<file path="src/sdio_pkg.sv">
// package: register map, field layout and pin carrier types for the static digital io port
package sdio_pkg;

    // ------------------------------------------------------------
    // widths
    // ------------------------------------------------------------
    localparam int unsigned DATA_LINES = 32;           // data lines
    localparam int unsigned AUX_BITS   = 4;            // auxiliary port width
    localparam int unsigned ADDR_W     = 8;            // register address width
    localparam int unsigned REG_W      = 32;           // register data width

    // ------------------------------------------------------------
    // register offsets (byte addresses)
    // ------------------------------------------------------------
    localparam logic [7:0] OFS_DIR       = 8'h00;      // 1 = line is an output
    localparam logic [7:0] OFS_DRV       = 8'h04;      // 1 = open-drain driver
    localparam logic [7:0] OFS_DATA_OUT  = 8'h08;      // output value per line
    localparam logic [7:0] OFS_DATA_IN   = 8'h0C;      // pin levels, read only
    localparam logic [7:0] OFS_GRP_MODE  = 8'h10;      // timed-mode flags per group
    localparam logic [7:0] OFS_AUX_OUT   = 8'h14;      // auxiliary outputs
    localparam logic [7:0] OFS_AUX_IN    = 8'h18;      // auxiliary inputs, read only
    localparam logic [7:0] OFS_STATUS    = 8'h1C;      // availability and pull state

    // ------------------------------------------------------------
    // field positions
    // ------------------------------------------------------------
    localparam int unsigned GRP1_BIT      = 0;         // group 1 timed flag
    localparam int unsigned GRP2_BIT      = 1;         // group 2 timed flag
    localparam int unsigned ST_AUX_BIT    = 0;         // status: aux port usable
    localparam int unsigned ST_G1_BIT     = 1;         // status: group 1 lines free
    localparam int unsigned ST_G2_BIT     = 2;         // status: group 2 lines free
    localparam int unsigned ST_PULL_DATA  = 3;         // status: data pull select
    localparam int unsigned ST_PULL_CTRL  = 4;         // status: control pull select

    // aux bit positions
    localparam int unsigned AUX_G1_TRIG = 0;           // stop trigger 1 / pclk 1
    localparam int unsigned AUX_G2_TRIG = 1;           // stop trigger 2 / pclk 2
    localparam int unsigned AUX_G1_HS   = 2;           // req 1 / ack 1
    localparam int unsigned AUX_G2_HS   = 3;           // req 2 / ack 2

    // ------------------------------------------------------------
    // reset values
    // ------------------------------------------------------------
    localparam logic [31:0] RST_WORD  = 32'h0000_0000; // word reset
    localparam logic [3:0]  RST_AUX   = 4'h0;          // aux reset
    localparam logic [1:0]  RST_GRP   = 2'h0;          // groups idle
    localparam logic [31:0] ZERO_WORD = 32'h0000_0000; // unmapped read value

    // ------------------------------------------------------------
    // carrier types
    // ------------------------------------------------------------
    typedef struct packed {
        logic [ADDR_W-1:0] addr;                       // byte address
        logic [REG_W-1:0]  wdata;                      // write data
        logic              wr;                         // write strobe
        logic              rd;                         // read strobe
    } sdio_bus_t;

    typedef struct packed {
        logic [DATA_LINES-1:0] data_out;               // pin output level
        logic [DATA_LINES-1:0] data_oe;                // pin output enable
        logic [DATA_LINES-1:0] pull_level;             // weak pull level
    } sdio_pins_t;

endpackage

</file>
<file path="src/sdio_sync.sv">
// module: two flip-flop synchroniser for a vector of pin inputs
`timescale 1ns/1ps
module sdio_sync
    import sdio_pkg::*;
#(
    parameter int unsigned W = 1                       // number of bits
) (
    input  wire logic         i_clk_sys,               // system clock
    input  wire logic         i_rst,                   // sync reset, high
    input  wire logic [W-1:0] i_async,                 // raw pin levels
    output logic      [W-1:0] o_sync                   // synchronised levels
);

    logic [W-1:0] meta;                                // first stage, read by second only

    // ------------------------------------------------------------
    // two stage capture
    // ------------------------------------------------------------
    always_ff @(posedge i_clk_sys) begin
        if (i_rst) begin
            meta   <= '0;
            o_sync <= '0;
        end else begin
            meta   <= i_async;
            o_sync <= meta;
        end
    end

endmodule

</file>
<file path="src/sdio_port.sv">
// module: static digital io port top with register slave, pin drivers and auxiliary port
// What this block does
// - each of 32 lines: input, push-pull, open-drain
// - static reads and writes act at once
// - push-pull drives both levels, ignores pull
// - pull select sets undriven line level
// - open-drain drives low, releases for one
// - open-drain read returns actual pin level
// - two timing groups, four control lines each
// - timed group withholds its control lines
// - idle groups form 4-bit auxiliary port
// - aux write hits outputs, read returns inputs
// - aux bit to control line mapping fixed
`timescale 1ns/1ps
module sdio_port
    import sdio_pkg::*;
(
    input  wire logic                  i_clk_sys,      // system clock, 125 MHz
    input  wire logic                  i_rst,          // sync reset, active high
    // register port
    input  wire logic [ADDR_W-1:0]     i_addr,         // byte address
    input  wire logic [REG_W-1:0]      i_wdata,        // write data
    input  wire logic                  i_wr,           // write strobe
    input  wire logic                  i_rd,           // read strobe
    output logic      [REG_W-1:0]      o_rdata,        // read data, one cycle later
    // data lines
    input  wire logic [DATA_LINES-1:0] i_data_pin,     // pin levels as seen on the wire
    output logic      [DATA_LINES-1:0] o_data_pin,     // pin drive level
    output logic      [DATA_LINES-1:0] o_data_oe,      // pin drive enable, high drives
    output logic      [DATA_LINES-1:0] o_data_pull,    // weak pull level per line
    input  wire logic                  i_data_pull_select,    // pull select for data lines
    input  wire logic                  i_control_pull_select, // pull select for control lines
    // group 1 and 2 control lines in static use
    input  wire logic [1:0]            i_stop_trigger_line,   // stop trigger 1, 2
    input  wire logic [1:0]            i_req,          // req 1, 2
    output logic      [1:0]            o_pclk,         // peripheral clock 1, 2
    output logic      [1:0]            o_ack,          // ack 1, 2
    output logic      [1:0]            o_ctrl_oe,      // pclk/ack drive enable, both bits set only while both groups idle
    output logic      [1:0]            o_grp_timed     // group is in timed mode
);

    // ------------------------------------------------------------
    // signals
    // ------------------------------------------------------------
    sdio_bus_t             bus;                        // bundled request
    sdio_pins_t            next_pins;                  // computed pin drive
    logic [DATA_LINES-1:0] dir;                        // 1 = output
    logic [DATA_LINES-1:0] drv_od;                     // 1 = open drain
    logic [DATA_LINES-1:0] data_out;                   // output values
    logic [AUX_BITS-1:0]   aux_out;                    // aux output latch
    logic [1:0]            grp_timed;                  // timed mode per group
    logic [DATA_LINES-1:0] data_in_s;                  // synchronised data pins
    logic [AUX_BITS:0]     ctrl_in_s;                  // synchronised control inputs and control pull
    logic [AUX_BITS-1:0]   aux_in;                     // aux inputs, bit mapped
    logic [1:0]            grp_free;                   // group lines free for static use
    logic                  data_pull_s;                // synced data pull select
    logic                  ctrl_pull_s;                // synced control pull select
    logic [REG_W-1:0]      next_rdata;                 // read mux
    logic [1:0]            next_pclk;                  // pclk drive
    logic [1:0]            next_ack;                   // ack drive

    assign bus.addr  = i_addr;
    assign bus.wdata = i_wdata;
    assign bus.wr    = i_wr;
    assign bus.rd    = i_rd;

    // ------------------------------------------------------------
    // input synchronisers
    // ------------------------------------------------------------
    // data pins, read back as real wire level
    sdio_sync #(.W(DATA_LINES + 1)) u_sync_data (
        .i_clk_sys (i_clk_sys),
        .i_rst     (i_rst),
        .i_async   ({i_data_pull_select, i_data_pin}),
        .o_sync    ({data_pull_s, data_in_s})
    );

    // control inputs and control pull select
    sdio_sync #(.W(AUX_BITS + 1)) u_sync_ctrl (
        .i_clk_sys (i_clk_sys),
        .i_rst     (i_rst),
        .i_async   ({i_control_pull_select, i_req, i_stop_trigger_line}),
        .o_sync    (ctrl_in_s)
    );

    assign ctrl_pull_s = ctrl_in_s[AUX_BITS];

    // aux inputs: bit 0..3 = stop trig 1, stop trig 2, req 1, req 2
    assign aux_in[AUX_G1_TRIG] = ctrl_in_s[0];
    assign aux_in[AUX_G2_TRIG] = ctrl_in_s[1];
    assign aux_in[AUX_G1_HS]   = ctrl_in_s[2];
    assign aux_in[AUX_G2_HS]   = ctrl_in_s[3];

    // a group in timed mode keeps its control lines
    assign grp_free = ~grp_timed;

    // ------------------------------------------------------------
    // direction register
    // ------------------------------------------------------------
    // reset makes every line an input
    always_ff @(posedge i_clk_sys) begin
        if (i_rst) begin
            dir <= RST_WORD;
        end else if (bus.wr && bus.addr == OFS_DIR) begin
            dir <= bus.wdata;
        end
    end

    // ------------------------------------------------------------
    // driver type register
    // ------------------------------------------------------------
    always_ff @(posedge i_clk_sys) begin
        if (i_rst) begin
            drv_od <= RST_WORD;
        end else if (bus.wr && bus.addr == OFS_DRV) begin
            drv_od <= bus.wdata;
        end
    end

    // ------------------------------------------------------------
    // output data register
    // ------------------------------------------------------------
    always_ff @(posedge i_clk_sys) begin
        if (i_rst) begin
            data_out <= RST_WORD;
        end else if (bus.wr && bus.addr == OFS_DATA_OUT) begin
            data_out <= bus.wdata;
        end
    end

    // ------------------------------------------------------------
    // group mode register
    // ------------------------------------------------------------
    // two timing groups, each owning four control lines
    always_ff @(posedge i_clk_sys) begin
        if (i_rst) begin
            grp_timed <= RST_GRP;
        end else if (bus.wr && bus.addr == OFS_GRP_MODE) begin
            grp_timed <= bus.wdata[GRP2_BIT:GRP1_BIT];
        end
    end

    // ------------------------------------------------------------
    // aux output register
    // ------------------------------------------------------------
    // write only lands when both groups are idle
    always_ff @(posedge i_clk_sys) begin
        if (i_rst) begin
            aux_out <= RST_AUX;
        end else if (bus.wr && bus.addr == OFS_AUX_OUT && (&grp_free)) begin
            aux_out <= bus.wdata[AUX_BITS-1:0];
        end
    end

    // ------------------------------------------------------------
    // pin drive computation
    // ------------------------------------------------------------
    always_comb begin
        next_pins.pull_level = {DATA_LINES{data_pull_s}};
        for (int i = 0; i < DATA_LINES; i++) begin
            if (!dir[i]) begin
                // input: released
                next_pins.data_out[i] = 1'b0;
                next_pins.data_oe[i]  = 1'b0;
            end else if (drv_od[i]) begin
                // open drain: drive low only
                next_pins.data_out[i] = 1'b0;
                next_pins.data_oe[i]  = ~data_out[i];
            end else begin
                // push-pull: both levels driven
                next_pins.data_out[i] = data_out[i];
                next_pins.data_oe[i]  = 1'b1;
            end
        end
    end

    // ------------------------------------------------------------
    // control output computation
    // ------------------------------------------------------------
    // outputs 0..3 = pclk 1, pclk 2, ack 1, ack 2
    always_comb begin
        next_pclk[0] = aux_out[AUX_G1_TRIG];
        next_pclk[1] = aux_out[AUX_G2_TRIG];
        next_ack[0]  = aux_out[AUX_G1_HS];
        next_ack[1]  = aux_out[AUX_G2_HS];
    end

    // ------------------------------------------------------------
    // pin output flops
    // ------------------------------------------------------------
    always_ff @(posedge i_clk_sys) begin
        if (i_rst) begin
            o_data_pin  <= RST_WORD;
            o_data_oe   <= RST_WORD;
            o_data_pull <= RST_WORD;
        end else begin
            o_data_pin  <= next_pins.data_out;
            o_data_oe   <= next_pins.data_oe;
            o_data_pull <= next_pins.pull_level;
        end
    end

    // ------------------------------------------------------------
    // control output flops
    // ------------------------------------------------------------
    // push-pull static outputs only while both groups idle
    always_ff @(posedge i_clk_sys) begin
        if (i_rst) begin
            o_pclk      <= RST_GRP;
            o_ack       <= RST_GRP;
            o_ctrl_oe   <= RST_GRP;
            o_grp_timed <= RST_GRP;
        end else begin
            o_pclk      <= next_pclk;
            o_ack       <= next_ack;
            o_ctrl_oe   <= (&grp_free) ? 2'h3 : 2'h0;
            o_grp_timed <= grp_timed;
        end
    end

    // ------------------------------------------------------------
    // read mux
    // ------------------------------------------------------------
    always_comb begin
        next_rdata = ZERO_WORD;
        unique case (bus.addr)
            OFS_DIR:      next_rdata = dir;
            OFS_DRV:      next_rdata = drv_od;
            OFS_DATA_OUT: next_rdata = data_out;
            OFS_DATA_IN:  next_rdata = data_in_s;
            OFS_GRP_MODE: next_rdata = {30'h0000_0000, grp_timed};
            OFS_AUX_OUT:  next_rdata = {28'h000_0000, aux_out};
            OFS_AUX_IN: begin
                // inputs only; zero while a group is timed
                if (&grp_free) begin
                    next_rdata = {28'h000_0000, aux_in};
                end else begin
                    next_rdata = ZERO_WORD;
                end
            end
            OFS_STATUS: begin
                next_rdata[ST_AUX_BIT]   = &grp_free;
                next_rdata[ST_G1_BIT]    = grp_free[0];
                next_rdata[ST_G2_BIT]    = grp_free[1];
                next_rdata[ST_PULL_DATA] = data_pull_s;
                next_rdata[ST_PULL_CTRL] = ctrl_pull_s;
            end
            default:      next_rdata = ZERO_WORD;
        endcase
    end

    // ------------------------------------------------------------
    // read data flop
    // ------------------------------------------------------------
    // data stands only in the cycle after the strobe
    always_ff @(posedge i_clk_sys) begin
        if (i_rst) begin
            o_rdata <= ZERO_WORD;
        end else if (bus.rd) begin
            o_rdata <= next_rdata;
        end else begin
            o_rdata <= ZERO_WORD;
        end
    end

endmodule

</file>
<file path="config.mk">
export PLATFORM = sky130hd
export DESIGN_NAME = sdio_port
export DESIGN_NICKNAME = d
export VERILOG_FILES = /design/src/sdio_pkg.sv /design/src/sdio_sync.sv /design/src/sdio_port.sv
export SDC_FILE = /design/constraint.sdc
export NUM_CORES = 1
export LEC_CHECK = 0
export ABC_CLOCK_PERIOD_IN_PS = 1400
export BUFFER_PORTS_ARGS = -buffer_cell sky130_fd_sc_hd__clkbuf_2
export CORE_UTILIZATION = 48
export DETAILED_ROUTE_END_ITERATION = 7
export PLACE_DENSITY_LB_ADDON = 0.15
export SKIP_CTS_REPAIR_TIMING = 1
export SYNTH_ARGS = -nofsm -noshare
export SYNTH_HDL_FRONTEND = slang
export SYNTH_HIERARCHICAL = 1
export SYNTH_SLANG_ARGS = --single-unit
export TNS_END_PERCENT = 5
</file>
<file path="constraint.sdc">
create_clock -name i_clk_sys -period 1.4 [get_ports i_clk_sys]
set_input_delay 0 -clock i_clk_sys [delete_from_list [all_inputs] [get_ports i_clk_sys]]
set_output_delay 0 -clock i_clk_sys [all_outputs]
set_load 0.01 [all_outputs]
</file>
After elaboration in Yosys (flattened, before gate mapping)
Cells that the tools add are included.
- register bits after elaboration: 283
- output and inout port bits: 136
- input bits: 82
- logic and storage cells: 261
- reductions and logical operators: 73
- equality and inequality tests: 7
- bitwise gates (word level): 66
- mux-type cells: 36
- operator list (operator ; number):
    $pmux 27 s5 ; 1
    $reduce_or 3->1 ; 32
    $reduce_or 2->1 ; 33
    $not 1->1 ; 65
    $pmux 5 s8 ; 1
    $eq 8x5->1 const B ; 4
    $mux 1 ; 32
    $eq 8x4->1 const B ; 2
    $eq 8x3->1 const B ; 1
    $logic_not 8->1 ; 1
    $logic_and 1x1->1 ; 6
    $mux 4 ; 1
    $mux 2 ; 1
    $not 2->2 ; 1
    $reduce_and 2->1 ; 1

Logic depth before layout (Yosys ltp)
Gate-level depths: netlist of run 1.
- depth after elaboration: 4
- depth in mapped cells: 7
- depth with buffers taken out: 4

Hierarchy
The synthesis of run 1 kept the hierarchy.
- by module, submodules not included (module ; cells an instance ; times used ; area an instance (um2) ; seq. area each (um2)):
    sdio_port ; 829 ; 1 ; 7790.0 ; 4124.0
    sdio_sync at u_sync_data ; 139 ; 1 ; 1796.7 ; 1321.3
    sdio_sync at u_sync_ctrl ; 20 ; 1 ; 262.8 ; 200.2

Least setup slack after synthesis of run 1
OpenSTA, ideal clock, no wires.
- kind: input-to-reg
- from: in i_addr[5]
- to: reg data_out[12]
- required time: 1.272 ns
- path slack: -0.133 ns
- arrival time: 1.405 ns
- stages on the path: 5
- cells stage by stage: or4b_4 nor4b_4 buf_6 mux2i_1 nor2_1
- cells in the longest elaborated chain, start to end: 2
- ends and longest elaborated chain (what ; line ; RTL):
    start, declared ; sdio_port.sv:21 ; input wire logic [ADDR_W-1:0] i_addr,
    $eq 8x4->1 ; sdio_port.sv:126 ; end else if (bus.wr && bus.addr == OFS_DATA_OUT) begin
    $logic_and 1x1->1 ; sdio_port.sv:126 ;
    end signal, assigned ; sdio_port.sv:127 ; data_out <= bus.wdata;
    end, declared ; sdio_port.sv:49 ; logic [DATA_LINES-1:0] data_out;
Every way passes these cells.
A chain may end at the register's enable or synchronous reset.

Worst setup path after layout of run 1
- from: reg, netlist name o_data_pull[0]
- to: out o_data_pull[22]
- RTL lines (what ; line ; RTL):
    end, declared ; sdio_port.sv:30 ; output logic [DATA_LINES-1:0] o_data_pull,
No word-level cell between the ends.

==> flow_summary_export.csv, run 1 <==
group,metric,value,unit
power,powerDensity,1290,mW/mm²
routing,dr_total_vias,7675,
status,status,"finished with violations",
floorplanning,die_h,145,µm
routing,ant_nets,0,
timing,setup_viol,0,
routing,drc,0,
power,power_leakage,5.26,nW
yosys,ys_async_sr_fraction,0,%
critical_path,critPathLaunchType,"flip-flop",
final_layout,final_util,64.4,%
final_layout,area_growth,31.9,%
global_route,overflow,0,
critical_path,cp.required,1.40,ns
timing,hold_viol_final,2,
cts,cts_tree,"built",
floorplanning,core_area,0.0202,mm²
cts,htreeDepth,1,
yosys,ys.flop_type,"dfxtp_1",
final_layout,drive_gt1_share,26.9,%
routing,vias_per_cell,4.90,
cts,worst_skew_pair.late_latency,0.54,ns
floorplanning,die-area,0.0211,mm²
timing,maxSlewHeadroom,72.1,%
timing,finalCritPeriodShare,92.3,%
timing,tightest_slew,0.408,ns
yosys,synth_fp_nets,1070,
yosys,synth_cell_type_count,47,
status,violations,"hold timing",
critical_path,crit_type,"reg -> out",
global_route,grt_first_pass_wirelength,36500,µm
global_route,antenna_found_initial,1,
placed_design,place_inst,1440,
yosys,synth_top_cell_area_share,57.3,%
timing,rsz0062_at_grt,"false",
routing,wl_per_cell,15.5,µm
cts,root_buffer,"clkbuf_16",
global_route,grt_max_degree,79,
yosys,synthTopCellsByArea,"dfxtp_1, a21oi_1, nand2_1",
cts,clock-sinks,282,
routing,drt-pass1-iter-count,7,
routing,drtIter0Drc,293,
cts,cts_buffers,28,
placed_design,dp.final_hpwl,15300,µm
timing,slew_violations,0,
routing,routed_wirelength,24300,µm
critical_path,cp_max_fo,32,
min_path,hold_class,"in -> reg",
global_route,grt_usage,21.6,%
critical_path,worst_ep_arrival_time,1.29,ns
yosys,yosys_register_bits,282,
yosys,syn_avg_cell_area,9.97,µm²
power,peakVddDrop,1220,µV
critical_path,crit_chain,"buf_4, clkbuf_2",
placed_design,gp_congestion,0.815,
timing,fin_hold_ws,-0.0106,ns
cts,clk_pin_slew,0.06,ns
final_layout,stdcell_count,1566,
cts,ctsLongestPathBuffers,3,
placed_design,place_area,0.0113,mm²
power,power,16.8,mW
critical_path,end_kind,"output pin",
yosys,yosysMostFrequentCell,"dfxtp_1",
yosys,synth_commonest_cells,"dfxtp_1, nand2_1, a21oi_1",
timing,period_needed,1.29,ns
yosys,synth_edf_count,0,
placed_design,port_buffers,217,
floorplanning,pin_count,218,
floorplanning,start_util,48.8,%
final_layout,fin_area,0.0130,mm²
floorplanning,fp-row-count,52,
yosys,synth_top_area_cell,"dfxtp_1",
final_layout,fin_nets,1357,
yosys,ys_seq_area_share,57.3,%
yosys,synth.cell_area,0.00985,mm²
timing,fmax,774,MHz
critical_path,cp_slowest_cell,"dfxtp_1",
global_route,grt_pass1_vias,6915,
floorplanning,dieWidth,145,µm
critical_path,cp_slowest_stage_delay,0.31,ns
timing,finClkSkew,0.0117,ns
yosys,yosysWarningCount,6,
job,maxCapViolCount,0,
yosys,syn-instance-count,988,
==> critical path: cells and delay by family, from the launching register on <==
kind	cells	cell delay, ns
flip-flops	1	0.31
buffers and inverters	2	0.45
==> sequential cells by signal, indices dropped and copies added, names as in the netlist, 32 cells and up <==
| name | count |
|---|---|
| data_out | 32 |
| o_data_oe | 32 |
| o_data_pin | 32 |
| dir | 32 |
| u_sync_data/o_sync | 33 |
| o_rdata | 32 |
| drv_od | 32 |
| u_sync_data/meta | 33 |
==> stage by stage <==
| stage | TNS, ns | setup slack, ns |
|---|---|---|
| 2_1_floorplan | -4.11 | -0.133 |
| 3_3_place_gp | -16.61 | -0.233 |
| 3_5_place_dp | -19.90 | -0.283 |
| 4_1_cts | 0 | 0.0730 |
| 5_1_grt | 0 | 0.0159 |
| 6_report | 0 | 0.108 |
==> path summary, 6_finish.rpt <==
path,start,end,slack (ns),cells past startpoint
hold / removal,i_addr[1],o_rdata[0],-0.01,3
hold reg to reg,u_sync_data/meta[6],u_sync_data/o_sync[6],0.43,1
setup reg to reg,grp_timed[1],o_rdata[0],0.12,4
setup / recovery,o_data_pull[0],o_data_pull[22],0.11,2
==> final cells by class <==
cell class	instances	area [µm²]
Timing Repair Buffer	346	2320
Fill cell	1679	7180
Tap cell	270	338
Inverter	2	7.51
Antenna cell	1	2.50
Sequential cell	282	5650
Clock buffer	44	842
Clock inverter	6	130
Multi-Input combinational cell	615	3700
==> per-layer routing <==
metal  wire (µm)  up-vias  global-route usage, %
li1            -     3855                      -
met1       11000     3581                   29.1
met2       11600      205                   35.6
met3        1290       34                   4.06
met4         425        0                   5.37
met5           0        -                      0
==> power breakdown <==
part | switching [mW] | internal (mW)
combinational | 0.383 | 0.431
sequential | 0.0275 | 8.13
clock | 2.98 | 4.83
total | 3.40 | 13.4
==> cells by family after synthesis <==
kind of cell / after synthesis / synth area share [%]
AND/OR/NAND/NOR: 379 / 19.9
AO/OA/AOI/OAI: 167 / 9.63
buffers and inverters: 91 / 5.42
flip-flops: 282 / 57.3
multiplexers: 69 / 7.74
==> layout by cell type, fill, tap and decap left out, types with 2 or more instances in the layout <==
cell | Yosys | routed
nor3b_4 | 0 | 3
mux2i_1 | 39 | 39
nor3b_1 | 32 | 32
and2_1 | 2 | 2
buf_4 | 33 | 48
bufinv_16 | 0 | 4
clkbuf_16 | 0 | 29
nand2_1 | 158 | 158
dlygate4sd3_1 | 0 | 75
inv_1 | 2 | 2
mux2_2 | 27 | 27
mux4_2 | 3 | 3
nand2b_1 | 33 | 33
buf_12 | 0 | 6
clkbuf_8 | 0 | 6
clkbuf_2 | 0 | 216
nand3_1 | 3 | 3
nand3b_1 | 4 | 4
a21oi_1 | 125 | 125
and3_1 | 2 | 2
nor2b_1 | 85 | 85
a22oi_1 | 27 | 27
clkbuf_1 | 32 | 9
nor3_1 | 2 | 2
dfxtp_1 | 282 | 282
nor4b_1 | 3 | 2
clkinv_2 | 0 | 2
nor2_1 | 44 | 44
No activity file was read; power rests on OpenSTA's default activity.
==> run 2: changes to the inputs <==
- CORE_MARGIN: default -> 3
- PLACE_DENSITY: default -> 0.75
- PLACE_DENSITY_LB_ADDON: 0.15 -> default
==> flow_summary_export.csv, run 2 (same netlist as run 1, synthesis figures left out) <==
group,metric,value,unit
critical_path,end_kind,"output pin",
placed_design,place_area,0.0113,mm²
floorplanning,fp-row-count,51,
critical_path,cp.required,1.40,ns
placed_design,port_buffers,217,
final_layout,fin_nets,1375,
timing,finalCritPeriodShare,91.3,%
global_route,grt_max_degree,85,
min_path,hold_class,"in -> reg",
critical_path,crit_chain,"buf_4, clkbuf_2",
routing,wl_per_cell,15.9,µm
job,maxCapViolCount,0,
final_layout,diodes,0,
final_layout,area_growth,33.7,%
routing,drtIter0Drc,463,
timing,hold_viol_final,0,
critical_path,cp_slowest_cell,"dfxtp_1",
timing,slew_violations,0,
global_route,grt_first_pass_wirelength,37400,µm
cts,worst_skew_pair.late_latency,0.52,ns
cts,ctsLongestPathBuffers,3,
global_route,grt_pass1_vias,7194,
floorplanning,dieWidth,149,µm
cts,root_buffer,"clkbuf_16",
cts,htreeDepth,1,
power,peakVddDrop,1040,µV
routing,dr_total_vias,7838,
final_layout,nFillCells,1549,
cts,cts_tree,"built",
power,clkPwrFrac,46.1,%
final_layout,final_util,66.6,%
power,p_sw,3.38,mW
global_route,overflow,0,
timing,maxSlewHeadroom,69.8,%
timing,finClkSkew,0.00841,ns
power,p_int,13.3,mW
floorplanning,start_util,49.8,%
final_layout,multi_input_area,0.00371,mm²
routing,routed_wirelength,25100,µm
cts,clock-sinks,282,
placed_design,dp.final_hpwl,16100,µm
power,combPwrFrac,5.1,%
floorplanning,die_h,149,µm
critical_path,crit_type,"reg -> out",
routing,ant_nets,0,
global_route,grt_usage,20.8,%
timing,fin_hold_ws,0.0696,ns
final_layout,ff_latch_area,0.00565,mm²
power,power_leakage,5.36,nW
final_layout,fin_area,0.0132,mm²
critical_path,cp_max_fo,32,
routing,vias_per_cell,4.97,
power,power_frac_seq,48.9,%
routing,drt-pass1-iter-count,5,
placed_design,gp_congestion,0.830,
timing,rsz0062_at_grt,"false",
final_layout,reg_top3,"u_sync_data/meta (33), u_sync_data/o_sync (33)",
timing,fmax,782,MHz
routing,drc,0,
floorplanning,core_area,0.0198,mm²
status,status,"completed",
final_layout,drive_gt1_share,27.7,%
cts,cts_buffers,28,
timing,period_needed,1.28,ns
floorplanning,pin_count,218,
critical_path,cp_slowest_stage_delay,0.31,ns
critical_path,critPathLaunchType,"flip-flop",
global_route,antenna_found_initial,0,
timing,tightest_slew,0.449,ns
power,powerDensity,1270,mW/mm²
final_layout,final_common_cell,"dfxtp_1",
cts,clk_pin_slew,0.06,ns
timing,setup_viol,0,
power,p_sw_share,20.2,%
critical_path,worst_ep_arrival_time,1.28,ns
floorplanning,die-area,0.0223,mm²
final_layout,most-common-layout-cells,"dfxtp_1, clkbuf_2, nand2_1",
==> run 2: cell types whose count changed in the layout (fill, tap and decap cells not counted), sizes merged <==
cell and delta:
buf +6, bufinv -1, clkbuf -5, clkinv +4, clkinvlp +1, diode -1
dlygate4sd3 +12
==> run 2: critical path: cells and delay by family, from the launching register on <==
family | cells | cell delay (ns)
flip-flops | 1 | 0.31
buffers and inverters | 2 | 0.45
==> run 2: power by group through the flow <==
stage / clock network, mW / registers [mW] / logic [mW]
2_1_floorplan: 0 / 8.33 / 0.346
3_3_place_gp: 0 / 8.33 / 0.638
3_5_place_dp: 0 / 8.34 / 0.645
4_1_cts: 7.83 / 8.16 / 0.649
5_1_grt: 8.15 / 8.17 / 0.916
6_report: 7.69 / 8.16 / 0.848
==> run 2: final timing paths <==
path / startpoint / end / slack, ns / cells past startpoint
min reg2reg: u_sync_data/meta[6] / u_sync_data/o_sync[6] / 0.43 / 1
max: o_data_pull[0] / o_data_pull[9] / 0.12 / 2
min: i_addr[4] / grp_timed[0] / 0.07 / 4
max reg2reg: grp_timed[1] / aux_out[3] / 0.13 / 6
==> run 2: final cells by class <==
class	count	share of cell area [%]
flip-flops and latches	282	42.9
multi-input cells	615	28.2
repair buffers	364	19.0
clock buffers	39	6.40
well taps	265	2.52
clock inverters	10	0.997
inverters	2	0.0570
==> run 2: layer usage <==
metal	share of wire (%)	wire [µm]	GRT usage (%)	vias to the layer above
met3	5.9	1490	3.74	34
met1	44	11000	28.5	3657
li1	-	-	-	3887
met2	48	12100	34.5	260
met4	2.0	506	4.85	0
met5	0	0	0	-
==> run 2: per-stage QoR <==
stage | worst slack, ns | setup TNS [ns] | power [mW] | instances
floorplan | -0.133 | -4.11 | 8.68 | 988
global placement | -0.220 | -15.30 | 8.97 | 1441
detailed placement | -0.280 | -19.07 | 8.98 | 1441
CTS | 0.0700 | 0 | 16.6 | 1490
global route | 0.0181 | 0 | 17.2 | 1577
finish | 0.121 | 0 | 16.7 | 1577
